==> config.mk <==
export PLATFORM = sky130hd
export DESIGN_NAME = crtrac_refresh_ctrl
export DESIGN_NICKNAME = d
export VERILOG_FILES = /design/src/rtl/crtrac_refresh_ctrl.v
export VERILOG_INCLUDE_DIRS = /design/src /design/src/rtl
export SDC_FILE = /design/constraint.sdc
export NUM_CORES = 1
export LEC_CHECK = 0
export CAP_MARGIN = 15
export CORE_UTILIZATION = 63
export CTS_CLUSTER_SIZE = 20
export DETAILED_ROUTE_END_ITERATION = 16
export DONT_BUFFER_PORTS = 1
export PLACE_DENSITY = 0.86
export SLEW_MARGIN = 20
export SYNTH_ARGS = -nofsm -noshare
export SYNTH_HDL_FRONTEND = slang
export SYNTH_SLANG_ARGS = --single-unit
export TNS_END_PERCENT = 30
==> constraint.sdc <==
create_clock -name clk -period 4.5 [get_ports clk]
set_input_delay 0.45 -clock clk [delete_from_list [all_inputs] [get_ports clk]]
set_output_delay 0.45 -clock clk [all_outputs]
set_load 0.01 [all_outputs]
==> src/rtl/crtrac_defines.vh <==
`ifndef CRTRAC_DEFINES_VH
`define CRTRAC_DEFINES_VH
// ----------------------------------------
// Register numbers
// ----------------------------------------
`define CRTRAC_REG_HTOTAL 5'h00
`define CRTRAC_REG_VTOTAL 5'h04
`define CRTRAC_REG_VADJ 5'h05
`define CRTRAC_REG_VSHOWN 5'h06
`define CRTRAC_REG_MODE 5'h08
`define CRTRAC_REG_LINES 5'h09
`define CRTRAC_REG_CURFIRST 5'h0A
`define CRTRAC_REG_CURLAST 5'h0B
`define CRTRAC_REG_ORGHI 5'h0C
`define CRTRAC_REG_ORGLO 5'h0D
`define CRTRAC_REG_CURHI 5'h0E
`define CRTRAC_REG_CURLO 5'h0F
`define CRTRAC_REG_PENHI 5'h10
`define CRTRAC_REG_PENLO 5'h11
`define CRTRAC_REG_UPDHI 5'h12
`define CRTRAC_REG_UPDLO 5'h13
`define CRTRAC_REG_TRIGGER 5'h1F
// ----------------------------------------
// Field positions
// ----------------------------------------
`define CRTRAC_MODE_ILACE_LO 0
`define CRTRAC_MODE_ILACE_HI 1
`define CRTRAC_MODE_ROWCOL 2
`define CRTRAC_MODE_TRANSP 3
`define CRTRAC_MODE_CURDLY 5
`define CRTRAC_MODE_STROBE 6
`define CRTRAC_MODE_INTERLV 7
`define CRTRAC_STAT_READY 7
`define CRTRAC_ILACE_SYNC 2'h1
`define CRTRAC_ILACE_VIDEO 2'h3
`define CRTRAC_CUR_STEADY 2'h0
`define CRTRAC_CUR_OFF 2'h1
`define CRTRAC_CUR_BLINK16 2'h2
// ----------------------------------------
// Reset values and timing counts
// ----------------------------------------
`define CRTRAC_RST_MODE 8'h00
`define CRTRAC_RST_LINES 5'h0F
`define CRTRAC_RST_HTOTAL 8'h3F
`define CRTRAC_RST_HSHOWN 8'h28
`define CRTRAC_RST_VTOTAL 7'h1F
`define CRTRAC_RST_VSHOWN 7'h18
`define CRTRAC_BLINK16 5'h0F
`define CRTRAC_BLINK32 5'h1F
`endif

==> src/rtl/crtrac_refresh_ctrl.v <==
`default_nettype none
`include "crtrac_defines.vh"
module crtrac_refresh_ctrl (
  input wire clk,
  input wire srst,
  input wire regSel,
  input wire regWrite,
  input wire regRead,
  input wire addrWrite,
  input wire [7:0] wrData,
  input wire phase1,
  input wire charEn,
  input wire lightPenStrobe,
  output reg [7:0] rdData_q,
  output reg [13:0] refreshAddrOut_q,
  output reg [4:0] rasterAddr_q,
  output reg strobeOrRa4_q,
  output reg cursorOut_q,
  output reg hRetrace_q,
  output reg vRetrace_q
);
  // ----------------------------------------
  // Programming registers
  // ----------------------------------------
  reg [4:0] regIndex_q;
  reg [7:0] horizontalTotalCount_q;
  reg [6:0] verticalTotalRows_q;
  reg [4:0] verticalAdjust_q;
  reg [6:0] verticalShownRows_q;
  reg [7:0] modeControl_q;
  reg [4:0] rasterLinesPerRow_q;
  reg [6:0] cursorFirstLine_q;
  reg [4:0] cursorLastLine_q;
  reg [13:0] displayOrigin_q;
  reg [13:0] cursorLocation_q;
  reg [13:0] penCapture_q;
  reg [13:0] updatePointer_q;
  reg updateReady_q;
  reg updatePending_q;
  // Counters
  reg [7:0] charCount_q;
  reg [4:0] lineCount_q;
  reg [6:0] rowCount_q;
  reg [4:0] adjCount_q;
  reg inAdjust_q;
  reg [13:0] rowStart_q;
  reg [13:0] scanCounter_q;
  reg oddField_q;
  reg [4:0] fieldCount_q;
  reg cursorHit_q;
  reg [2:0] penSync_q;
  reg penLevel_q;
  wire writeReg = regSel & regWrite & ~addrWrite;
  wire penFall;
  wire lastChar;
  wire lastLine;
  wire lastRow;
  wire endFrame;
  wire blinkOn;
  wire curEnable;
  wire [4:0] rasterNow;
  wire retrace;
  wire ilaceVideo;
  wire doRetraceUpd;
  wire curMatch;
  // Row step and update decodes
  wire [13:0] rowNext;
  wire updHiWr;
  wire updLoWr;
  wire trigWr;
  wire updDone;

  // Start of the next character row. Binary form steps by the row length;
  // row/column form bumps the row byte and keeps the origin's column, so
  // the four address pairs and the pins share one layout
  function [13:0] nextRowStart;
    input [13:0] start;
    input rowCol;
    input [7:0] rowLen;
    begin
      nextRowStart = start + {6'h00, rowLen};
      if (rowCol) begin
        nextRowStart = {start[13:8] + 6'h01, start[7:0]};
      end
    end
  endfunction

  // One decode for the data writes that land on the update pointer and trigger slots
  function slotWrite;
    input sel;
    input [4:0] index;
    input [4:0] slot;
    begin
      slotWrite = sel && (index == slot);
    end
  endfunction

  // ----------------------------------------
  // Register writes
  // ----------------------------------------
  // Index register is written when addrWrite is set; data goes to the slot
  // Writes to unknown slots fall through the default and are lost
  always @(posedge clk) begin
    if (srst) begin
      regIndex_q <= 5'h00;
      horizontalTotalCount_q <= `CRTRAC_RST_HTOTAL;
      verticalTotalRows_q <= `CRTRAC_RST_VTOTAL;
      verticalAdjust_q <= 5'h00;
      verticalShownRows_q <= `CRTRAC_RST_VSHOWN;
      modeControl_q <= `CRTRAC_RST_MODE;
      rasterLinesPerRow_q <= `CRTRAC_RST_LINES;
      cursorFirstLine_q <= 7'h00;
      cursorLastLine_q <= 5'h00;
      displayOrigin_q <= 14'h0000;
      cursorLocation_q <= 14'h0000;
    end else if (regSel & regWrite & addrWrite) begin
      regIndex_q <= wrData[4:0];
    end else if (writeReg) begin
      case (regIndex_q)
        `CRTRAC_REG_HTOTAL: horizontalTotalCount_q <= wrData;
        `CRTRAC_REG_VTOTAL: verticalTotalRows_q <= wrData[6:0];
        `CRTRAC_REG_VADJ: verticalAdjust_q <= wrData[4:0];
        `CRTRAC_REG_VSHOWN: verticalShownRows_q <= wrData[6:0];
        `CRTRAC_REG_MODE: modeControl_q <= wrData;
        `CRTRAC_REG_LINES: rasterLinesPerRow_q <= wrData[4:0];
        `CRTRAC_REG_CURFIRST: cursorFirstLine_q <= wrData[6:0];
        `CRTRAC_REG_CURLAST: cursorLastLine_q <= wrData[4:0];
        `CRTRAC_REG_ORGHI: displayOrigin_q[13:8] <= wrData[5:0];
        `CRTRAC_REG_ORGLO: displayOrigin_q[7:0] <= wrData;
        `CRTRAC_REG_CURHI: cursorLocation_q[13:8] <= wrData[5:0];
        `CRTRAC_REG_CURLO: cursorLocation_q[7:0] <= wrData;
        default: ;
      endcase
    end
  end

  // ----------------------------------------
  // Register reads
  // ----------------------------------------
  // Status sits on the index address; unreadable slots return zero
  // Read data stands until the next read, so the host may take it late
  always @(posedge clk) begin
    if (srst) begin
      rdData_q <= 8'h00;
    end else if (regSel & regRead) begin
      rdData_q <= 8'h00;
      if (addrWrite) begin
        rdData_q[`CRTRAC_STAT_READY] <= updateReady_q;
      end else begin
        case (regIndex_q)
          `CRTRAC_REG_CURHI: rdData_q <= {2'h0, cursorLocation_q[13:8]};
          `CRTRAC_REG_CURLO: rdData_q <= cursorLocation_q[7:0];
          `CRTRAC_REG_PENHI: rdData_q <= {2'h0, penCapture_q[13:8]};
          `CRTRAC_REG_PENLO: rdData_q <= penCapture_q[7:0];
          default: rdData_q <= 8'h00;
        endcase
      end
    end
  end

  // ----------------------------------------
  // Character, line and row counters
  // ----------------------------------------
  assign ilaceVideo = modeControl_q[1:0] == `CRTRAC_ILACE_VIDEO;
  assign lastChar = charCount_q == horizontalTotalCount_q;
  assign lastLine = lineCount_q == rasterLinesPerRow_q;
  assign lastRow = rowCount_q == verticalTotalRows_q;
  assign endFrame = inAdjust_q ? (adjCount_q == verticalAdjust_q)
    : (lastRow && verticalAdjust_q == 5'h00);
  // Horizontal display end is a fixed count; the vertical end comes from the shown-rows register
  assign retrace = (charCount_q >= `CRTRAC_RST_HSHOWN) |
    (rowCount_q >= verticalShownRows_q) | inAdjust_q;
  // Interlace sync only flips the field; sync-and-video also splits lines
  // Sync-and-video shows odd lines in odd fields
  assign rasterNow = ilaceVideo ? {lineCount_q[3:0], oddField_q}
    : lineCount_q;
  // Row/column form keeps the row in the high byte of every address
  assign rowNext = nextRowStart(rowStart_q,
    modeControl_q[`CRTRAC_MODE_ROWCOL],
    horizontalTotalCount_q);

  // The scan counter steps once a character time and restarts each line
  // at its row start, so all lines of one row repeat one address run
  always @(posedge clk) begin
    if (srst) begin
      charCount_q <= 8'h00;
      lineCount_q <= 5'h00;
      rowCount_q <= 7'h00;
      adjCount_q <= 5'h00;
      inAdjust_q <= 1'b0;
      rowStart_q <= 14'h0000;
      scanCounter_q <= 14'h0000;
      oddField_q <= 1'b0;
      fieldCount_q <= 5'h00;
    end else if (charEn) begin
      charCount_q <= lastChar ? 8'h00 : charCount_q + 8'h01;
      scanCounter_q <= scanCounter_q + 14'h0001;
      if (lastChar) begin
        scanCounter_q <= rowStart_q;
        if (inAdjust_q | lastLine) begin
          lineCount_q <= 5'h00;
          if (endFrame) begin
            // New frame restarts at the display origin
            rowCount_q <= 7'h00;
            inAdjust_q <= 1'b0;
            adjCount_q <= 5'h00;
            rowStart_q <= displayOrigin_q;
            scanCounter_q <= displayOrigin_q;
            oddField_q <= ~oddField_q & (modeControl_q[0]);
            fieldCount_q <= fieldCount_q + 5'h01;
          end else if (inAdjust_q | lastRow) begin
            inAdjust_q <= 1'b1;
            adjCount_q <= adjCount_q + {4'h0, inAdjust_q};
          end else begin
            rowCount_q <= rowCount_q + 7'h01;
            rowStart_q <= rowNext;
            scanCounter_q <= rowNext;
          end
        end else begin
          lineCount_q <= lineCount_q + 5'h01;
        end
      end
    end
  end

  // ----------------------------------------
  // Cursor
  // ----------------------------------------
  // Suppressed mode overrides match and range; blink rates count fields
  assign curMatch = scanCounter_q == cursorLocation_q;
  assign blinkOn = cursorFirstLine_q[6] ?
    (cursorFirstLine_q[5] ? fieldCount_q[4] : fieldCount_q[3])
    : ~cursorFirstLine_q[5];
  assign curEnable = curMatch && blinkOn &&
    (rasterNow >= cursorFirstLine_q[4:0]) &&
    (rasterNow <= cursorLastLine_q) && !retrace;

  // Delay path gives one extra character time when mode bit 5 is set
  // A delayed cursor lines up with a pipelined character generator
  always @(posedge clk) begin
    if (srst) begin
      cursorHit_q <= 1'b0;
      cursorOut_q <= 1'b0;
    end else if (charEn) begin
      cursorHit_q <= curEnable;
      cursorOut_q <= modeControl_q[`CRTRAC_MODE_CURDLY] ? cursorHit_q
        : curEnable;
    end
  end

  // ----------------------------------------
  // Light pen capture
  // ----------------------------------------
  // Three stages; a change counts when the last two agree
  // A low pulse shorter than two clocks never reaches the capture
  // The counter, not the pins, is captured so updates do not skew it
  assign penFall = penLevel_q & ~penSync_q[1] & ~penSync_q[2];
  always @(posedge clk) begin
    if (srst) begin
      penSync_q <= 3'h7;
      penLevel_q <= 1'b1;
      penCapture_q <= 14'h0000;
    end else begin
      penSync_q <= {penSync_q[1:0], lightPenStrobe};
      if (penSync_q[1] == penSync_q[2]) begin
        penLevel_q <= penSync_q[2];
      end
      if (penFall) begin
        penCapture_q <= scanCounter_q;
      end
    end
  end

  // ----------------------------------------
  // Transparent update pointer
  // ----------------------------------------
  // Retrace updates wait for phase 2 so the processor side owns phase 1
  assign doRetraceUpd = updatePending_q & retrace & ~phase1 &
    ~modeControl_q[`CRTRAC_MODE_INTERLV];
  // Interleaved updates need no retrace: the next phase 1 carries them
  assign updDone = updatePending_q & (doRetraceUpd |
    (modeControl_q[`CRTRAC_MODE_INTERLV] & phase1));
  assign updHiWr = slotWrite(writeReg, regIndex_q, `CRTRAC_REG_UPDHI);
  assign updLoWr = slotWrite(writeReg, regIndex_q, `CRTRAC_REG_UPDLO);
  assign trigWr = slotWrite(writeReg, regIndex_q, `CRTRAC_REG_TRIGGER);

  // Pointer loads win over the step; the host reloads between transfers
  always @(posedge clk) begin
    if (srst) begin
      updatePointer_q <= 14'h0000;
      updatePending_q <= 1'b0;
      updateReady_q <= 1'b0;
    end else begin
      if (updHiWr) begin
        updatePointer_q[13:8] <= wrData[5:0];
      end else if (updLoWr) begin
        updatePointer_q[7:0] <= wrData;
      end else if (updDone) begin
        updatePointer_q <= updatePointer_q + 14'h0001;
      end
      // Completion wins over a trigger in the same cycle: a trigger while
      // one is still pending is lost, so the host polls ready first
      if (updDone) begin
        updatePending_q <= 1'b0;
        updateReady_q <= 1'b1;
      end else if (trigWr) begin
        updatePending_q <= 1'b1;
        updateReady_q <= 1'b0;
      end
    end
  end

  // ----------------------------------------
  // Address and shared pin outputs
  // ----------------------------------------
  // Every pin is registered; the mux works on settled state, so a
  // pointer load shows on the pins one cycle later
  always @(posedge clk) begin
    if (srst) begin
      refreshAddrOut_q <= 14'h0000;
      rasterAddr_q <= 5'h00;
      strobeOrRa4_q <= 1'b0;
      hRetrace_q <= 1'b0;
      vRetrace_q <= 1'b0;
    end else begin
      rasterAddr_q <= rasterNow;
      hRetrace_q <= charCount_q >= `CRTRAC_RST_HSHOWN;
      vRetrace_q <= (rowCount_q >= verticalShownRows_q) | inAdjust_q;
      refreshAddrOut_q <= scanCounter_q;
      if (modeControl_q[`CRTRAC_MODE_TRANSP]) begin
        if (modeControl_q[`CRTRAC_MODE_INTERLV] & phase1) begin
          refreshAddrOut_q <= updatePointer_q;
        end else if (doRetraceUpd) begin
          refreshAddrOut_q <= updatePointer_q;
        end
      end
      if (!modeControl_q[`CRTRAC_MODE_STROBE]) begin
        strobeOrRa4_q <= rasterNow[4];
      end else begin
        strobeOrRa4_q <= doRetraceUpd &
          modeControl_q[`CRTRAC_MODE_TRANSP];
      end
    end
  end
endmodule // crtrac_refresh_ctrl
`default_nettype wire

==> flow_summary.ini, run 1 <==
[layout]
fin_util = 0.698
diodes = 0
drive_gt1_frac = 0.0620
layoutNonFillerInstCount = 1410
syn_to_final_growth_pct = 8.03
num-nets-final = 1233

[global_route]
grt_pass1_vias = 8378
grt_overflow = 0
grt_usage = 0.330
grt_pass1_wl_um = 43400
antenna_found_initial = 0
grt_max_degree = 179

[setup_path]
cpMostUsedCell = a211oi_1
critPathBufInv = 1
crit_fanout = 13
cp_top_family = compound AO/OA/AOI/OAI gates
cp-end-kind = flop
worstReg2RegEnd = updatePointer_q[1]$_SDFFE_PP0P_
timing.rr.start = verticalShownRows_q[6]$_SDFFE_PP0P_
max_stage_delay_ps = 840
regToRegSetupSlack_ps = 1240
worstPathRequired_ps = 4900
arrival_ps = 3660
start_kind = flop
path_cells = inv_1 > ha_1 > a211oi_1 > o21ai_0 > a211oi_1 > o21ai_1 > a31oi_1 > nor3_1 > a31o_2
crit_start = verticalShownRows_q[6]$_SDFFE_PP0P_
worstSetupPathType = reg -> reg
cp_slowest_cell = a31oi_1
reg2regPathDepth = 9

[clocking]
post_cts_buffers = 0
cts_root_buf = clkbuf_16
clock_sinks = 210
tritoncts = yes
cts_max_level = 1
clkLatencyLatePin_ps = 510
cts-hold-fix-buffers = 0
cts-buffers-inserted = 23
cts_resized = 0
clk_pin_slew_worst_paths_ps = 60
clk_path_buf_depth = 3

[power_and_ir_drop]
powerDensity_mw_per_mm2 = 348
p_leak_nw = 4.32
ir_drop_mv = 0.273

[sta]
rsz0062_at_grt = no
tightest_slew_ps = 1030
post-route-period-util = 0.724
fin_skew_ps = 14.2
fmax_mhz = 307
max_slew_margin = 0.313
whs_ps = 26.1
fin_crit_ps = 3260
setup_tns_ps = 0
fin_ws_ps = 1240
finalSetupViolations = 0
hold_violations = 0
slew_viol_final = 0

[die]
start_util = 0.646
top_level_ports = 48
fp.dieH_um = 130
coreArea_mm2 = 0.0159
rows = 46
dieArea_mm2 = 0.0169
fp.dieW_um = 130

[route]
post_drt_via_cell_ratio = 6.46
drt_iter0_markers = 1058
routedWlPerCell_um = 19.9
antenna_left = 0
first_pass_iters = 6
num_vias = 9110
drc = 0
totalWireLength_um = 28000

[synth]
ys_seq_elements = 210
synthArstFlopShare = 0
synthFlopType = dfxtp_1
synth-edff-count = 0
yosys_warnings = 0
yosysTopAreaCell = dfxtp_1
synth_area_mm2 = 0.0103
synthesis.nets = 1271
synth.most_common_cell = dfxtp_1
synthTopCellsByArea = dfxtp_1 41%, mux2i_1 7.8%, nor2_1 4.9%, nand2_1 4.8%, a21oi_1 4.6%
yosysTopAreaCellShare = 0.408
ys_types = 65
ys_seq_area_frac = 0.408
netlist_instances = 1218
synth_common_cells = 210 x dfxtp_1, 134 x nor2_1, 133 x nand2_1
syn_area_per_cell_um2 = 8.46

[place]
io_buffers = 0
gp_congestion = 0.979
place_ws_ps = 1310
hpwl_um = 18100
dp.cells = 1371

[status]
status = complete, no violations

[worst_hold_path]
hp-start = srst
hold_class = in -> reg
whs_endpoint = hRetrace_q$_SDFF_PP0_
min_path_cells = 1

[job]
cap_violations = 0
[cell usage in the layout (no fill, tap or decap), types with 8 or more instances in the layout]
cell       count
o32ai_1        8
a21oi_1       95
and3_1        12
xnor2_1       32
o22ai_1       13
o21a_1         8
ha_1          35
nor2_1       134
o211ai_1       8
inv_1         27
a22oi_1       20
nand4_1       25
o21ai_0       33
a31oi_1        9
and2_1        13
nand2b_1       8
nand2_1      133
nor3_1        22
dfxtp_1      210
mux2i_1       80
xor2_1        43
a211oi_1      16
clkbuf_16     23
nand3_1       73
buf_4         12
[flip-flops by register name, summed over array words and instances, names as in the netlist, 14 cells and up]
register          flops
rowStart_q           14
scanCounter_q        14
updatePointer_q      14
cursorLocation_q     14
displayOrigin_q      14
penCapture_q         14
refreshAddrOut_q     14
[power breakdown]
part	switching (mW)	internal [mW]	leakage (nW)
sequential	0.0208	1.87	1.70
combinational	0.0614	0.0384	2.25
clock	0.755	1.13	0.373
total	0.837	3.04	4.32
[stage by stage]
stage	area (µm²)	power, mW
5_1_grt	11100	3.97
6_report	11100	3.88
2_1_floorplan	10300	2.03
3_5_place_dp	10400	2.03
4_1_cts	11100	3.88
3_3_place_gp	10400	2.03
[worst register-to-register path: cells and delay by family (launching register included)]
kind,cells,cell delay (ps)
adder cells (fa/ha/maj),1,310
AND/OR/NAND/NOR,1,100
flip-flops,1,330
AO/OA/AOI/OAI,6,2360
buffers and inverters,1,50
[routing by layer]
layer | up-vias | routed length (µm) | GRT usage
met2 | 482 | 12700 | 0.547
met4 | 0 | 1520 | 0.178
met3 | 125 | 2670 | 0.0640
li1 | 4227 | - | -
met1 | 4276 | 11100 | 0.406
met5 | - | 0 | 0
[final cells by class]
type / instances / area, µm²
Clock buffer: 29 / 648
Inverter: 28 / 105
Clock inverter: 10 / 109
Sequential cell: 210 / 4200
Timing Repair Buffer: 12 / 90.1
Multi-Input combinational cell: 905 / 5700
Tap cell: 216 / 270
Fill cell: 1149 / 4820
[worst max path at each step]
stage / to / slack (ps) / cells past startpoint
floorplan: rowStart_q[10]$_SDFFE_PP0P_ / 1900 / 9
global placement: updatePointer_q[1]$_SDFFE_PP0P_ / 1370 / 9
detailed placement: updatePointer_q[1]$_SDFFE_PP0P_ / 1310 / 8
CTS: updatePointer_q[1]$_SDFFE_PP0P_ / 1320 / 8
global route: updatePointer_q[1]$_SDFFE_PP0P_ / 1010 / 9
finish: updatePointer_q[1]$_SDFFE_PP0P_ / 1240 / 9
[cells by family after synthesis]
family                     share of synthesized area
AOI/OAI and AO/OA                              0.147
muxes                                         0.0821
xor gates and xnor gates                      0.0638
and+or+nand+nor                                0.215
DFF                                            0.408
buffers and inverters                         0.0394
adders and majority gates                     0.0445
(Power assumes the default switching activity.)
==> inputs of run 2 (changes only) <==
==> constraint.sdc (replaced) <==
create_clock -name clk -period 3.1 [get_ports clk]
set_input_delay 0.31 -clock clk [delete_from_list [all_inputs] [get_ports clk]]
set_output_delay 0.31 -clock clk [all_outputs]
set_load 0.01 [all_outputs]
==> run 2 against run 1 <==
Against the previous run: clock-buffer cell count grew 7; non-clock buffer count is 44 higher; register-to-register slack got worse by 1200 ps; fmax up 7.5%; utilization is 2.5 points higher; design area rose by 3.6%; worst hold slack lost 17 ps; combinational power is 130% higher; largest cell class unchanged; largest power group unchanged.
==> flow_summary.ini, run 2 (synthesis results as in run 1) <==
[status]
status = complete, no violations

[global_route]
grt_max_degree = 162
grt_pass1_wl_um = 46500
grt_usage = 0.356
antenna_found_initial = 3
grt_pass1_vias = 9079
grt_overflow = 0

[route]
totalWireLength_um = 30400
routedWlPerCell_um = 20.8
first_pass_iters = 6
drt_iter0_markers = 1166
post_drt_via_cell_ratio = 6.52
num_vias = 9503
antenna_left = 0
drc = 0

[setup_path]
timing.rr.start = rowCount_q[0]$_SDFFE_PP0P_
arrival_ps = 3420
worstSetupPathType = reg -> reg
start_kind = flop
reg2regPathDepth = 12
crit_end = updatePointer_q[6]$_SDFFE_PP0P_
worstPathRequired_ps = 3490
regToRegSetupSlack_ps = 70
crit_start = rowCount_q[0]$_SDFFE_PP0P_
crit_fanout = 9
cp-end-kind = flop
worstReg2RegEnd = updatePointer_q[6]$_SDFFE_PP0P_

[worst_hold_path]
hold_class = in -> reg

[sta]
slew_viol_final = 0
max_slew_margin = 0.311
whs_ps = 8.88
fin_skew_ps = 12.6
tightest_slew_ps = 1030
post-route-period-util = 0.978
hold_violations = 0
setup_tns_ps = 0
fin_crit_ps = 3030
fmax_mhz = 330
rsz0062_at_grt = yes
finalSetupViolations = 0

[clocking]
cts-buffers-inserted = 22
tritoncts = yes
cts_root_buf = clkbuf_16
clock_sinks = 210
clk_path_buf_depth = 3
clkLatencyLatePin_ps = 510
clk_pin_slew_worst_paths_ps = 60
cts_max_level = 1
post_cts_buffers = 0

[power_and_ir_drop]
ir_drop_mv = 0.379
powerDensity_mw_per_mm2 = 492
p_leak_nw = 4.54

[die]
rows = 46
dieArea_mm2 = 0.0169
start_util = 0.646
top_level_ports = 48
fp.dieH_um = 130
coreArea_mm2 = 0.0159
fp.dieW_um = 130

[place]
gp_congestion = 0.982
io_buffers = 0
hpwl_um = 19100

[layout]
drive_gt1_frac = 0.0751
final_common_cell = dfxtp_1
syn_to_final_growth_pct = 11.9
fin_util = 0.723
num-nets-final = 1276
mostFrequentLayoutCells = 209 x dfxtp_1, 134 x nor2_1, 133 x nand2_1, 94 x a21oi_1, 80 x mux2i_1

[job]
cap_violations = 0
## run 2: changes by cell type in the layout (fill, tap and decap cells not counted), moves of 2 or more
cell,before,now
clkinv_2,5,1
buf_4,12,34
clkbuf_1,1,9
clkinvlp_4,2,0
diode_2,0,3
dlygate4sd3_1,0,21
## run 2: timing repair
action	CTS	global route
setup endpoints to repair	0	6
resized for setup	0	5
hold endpoints to repair	189	0
hold buffers	22	0
## run 2: final cells by class
class	instances	area, µm²
sequential	210	4210
clock buffer	36	664
timing repair buffer	56	493
tap	216	270
multi-input combinational	905	5720
inverter	28	105
antenna	3	7.51
fill	1076	4420
clock inverter	3	65.1
## run 2: layer usage
metal  vias up  wire, µm  track usage
met3       170      3520       0.0988
met1      4402     10900        0.399
li1       4307         -            -
met5         -         0            0
met2       624     14000        0.583
met4         0      2030        0.260
## run 2: worst min path at each step
stage	start	end	slack (ps)	cells past startpoint
floorplan	penSync_q[0]$_SDFF_PP1_	penSync_q[1]$_SDFF_PP1_	390	1
global placement	penSync_q[0]$_SDFF_PP1_	penSync_q[1]$_SDFF_PP1_	390	1
detailed placement	srst	penCapture_q[13]$_SDFFE_PP0P_	390	1
CTS	wrData[5]	updatePointer_q[13]$_SDFFE_PP0P_	7	2
global route	regSel	rdData_q[7]$_SDFFE_PP0P_	10	2
finish	wrData[5]	updatePointer_q[13]$_SDFFE_PP0P_	9	2
## run 2: report_power, final
part | internal [mW] | total [mW] | switching [mW] | leakage (nW)
Sequential | 2.72 | 2.75 | 0.0343 | 1.70
Clock | 1.62 | 2.68 | 1.06 | 0.355
Combinational | 0.0729 | 0.234 | 0.161 | 2.49
Total | 4.42 | 5.67 | 1.25 | 4.54
## run 2: worst max-delay path, cell delays in order, from the launching register on
cell	delay, ps
dfxtp_2	390
inv_1	70
ha_1	280
nor2b_1	40
o21ai_0	230
a211oi_1	110
buf_4	170
o21ai_1	230
buf_4	210
nand3_1	190
o311ai_1	320
a21oi_1	110
dlygate4sd3_1	570
## run 2: per-stage QoR
stage          setup WS [ps]  total power, mW  area (µm²)  cells
6_report                68.5             5.67       11500   1457
3_5_place_dp             201             2.95       10500   1393
4_1_cts                 17.3             5.65       11500   1454
3_3_place_gp             316             2.95       10500   1393
2_1_floorplan            503             2.95       10300   1218
5_1_grt                -45.2             5.79       11500   1456
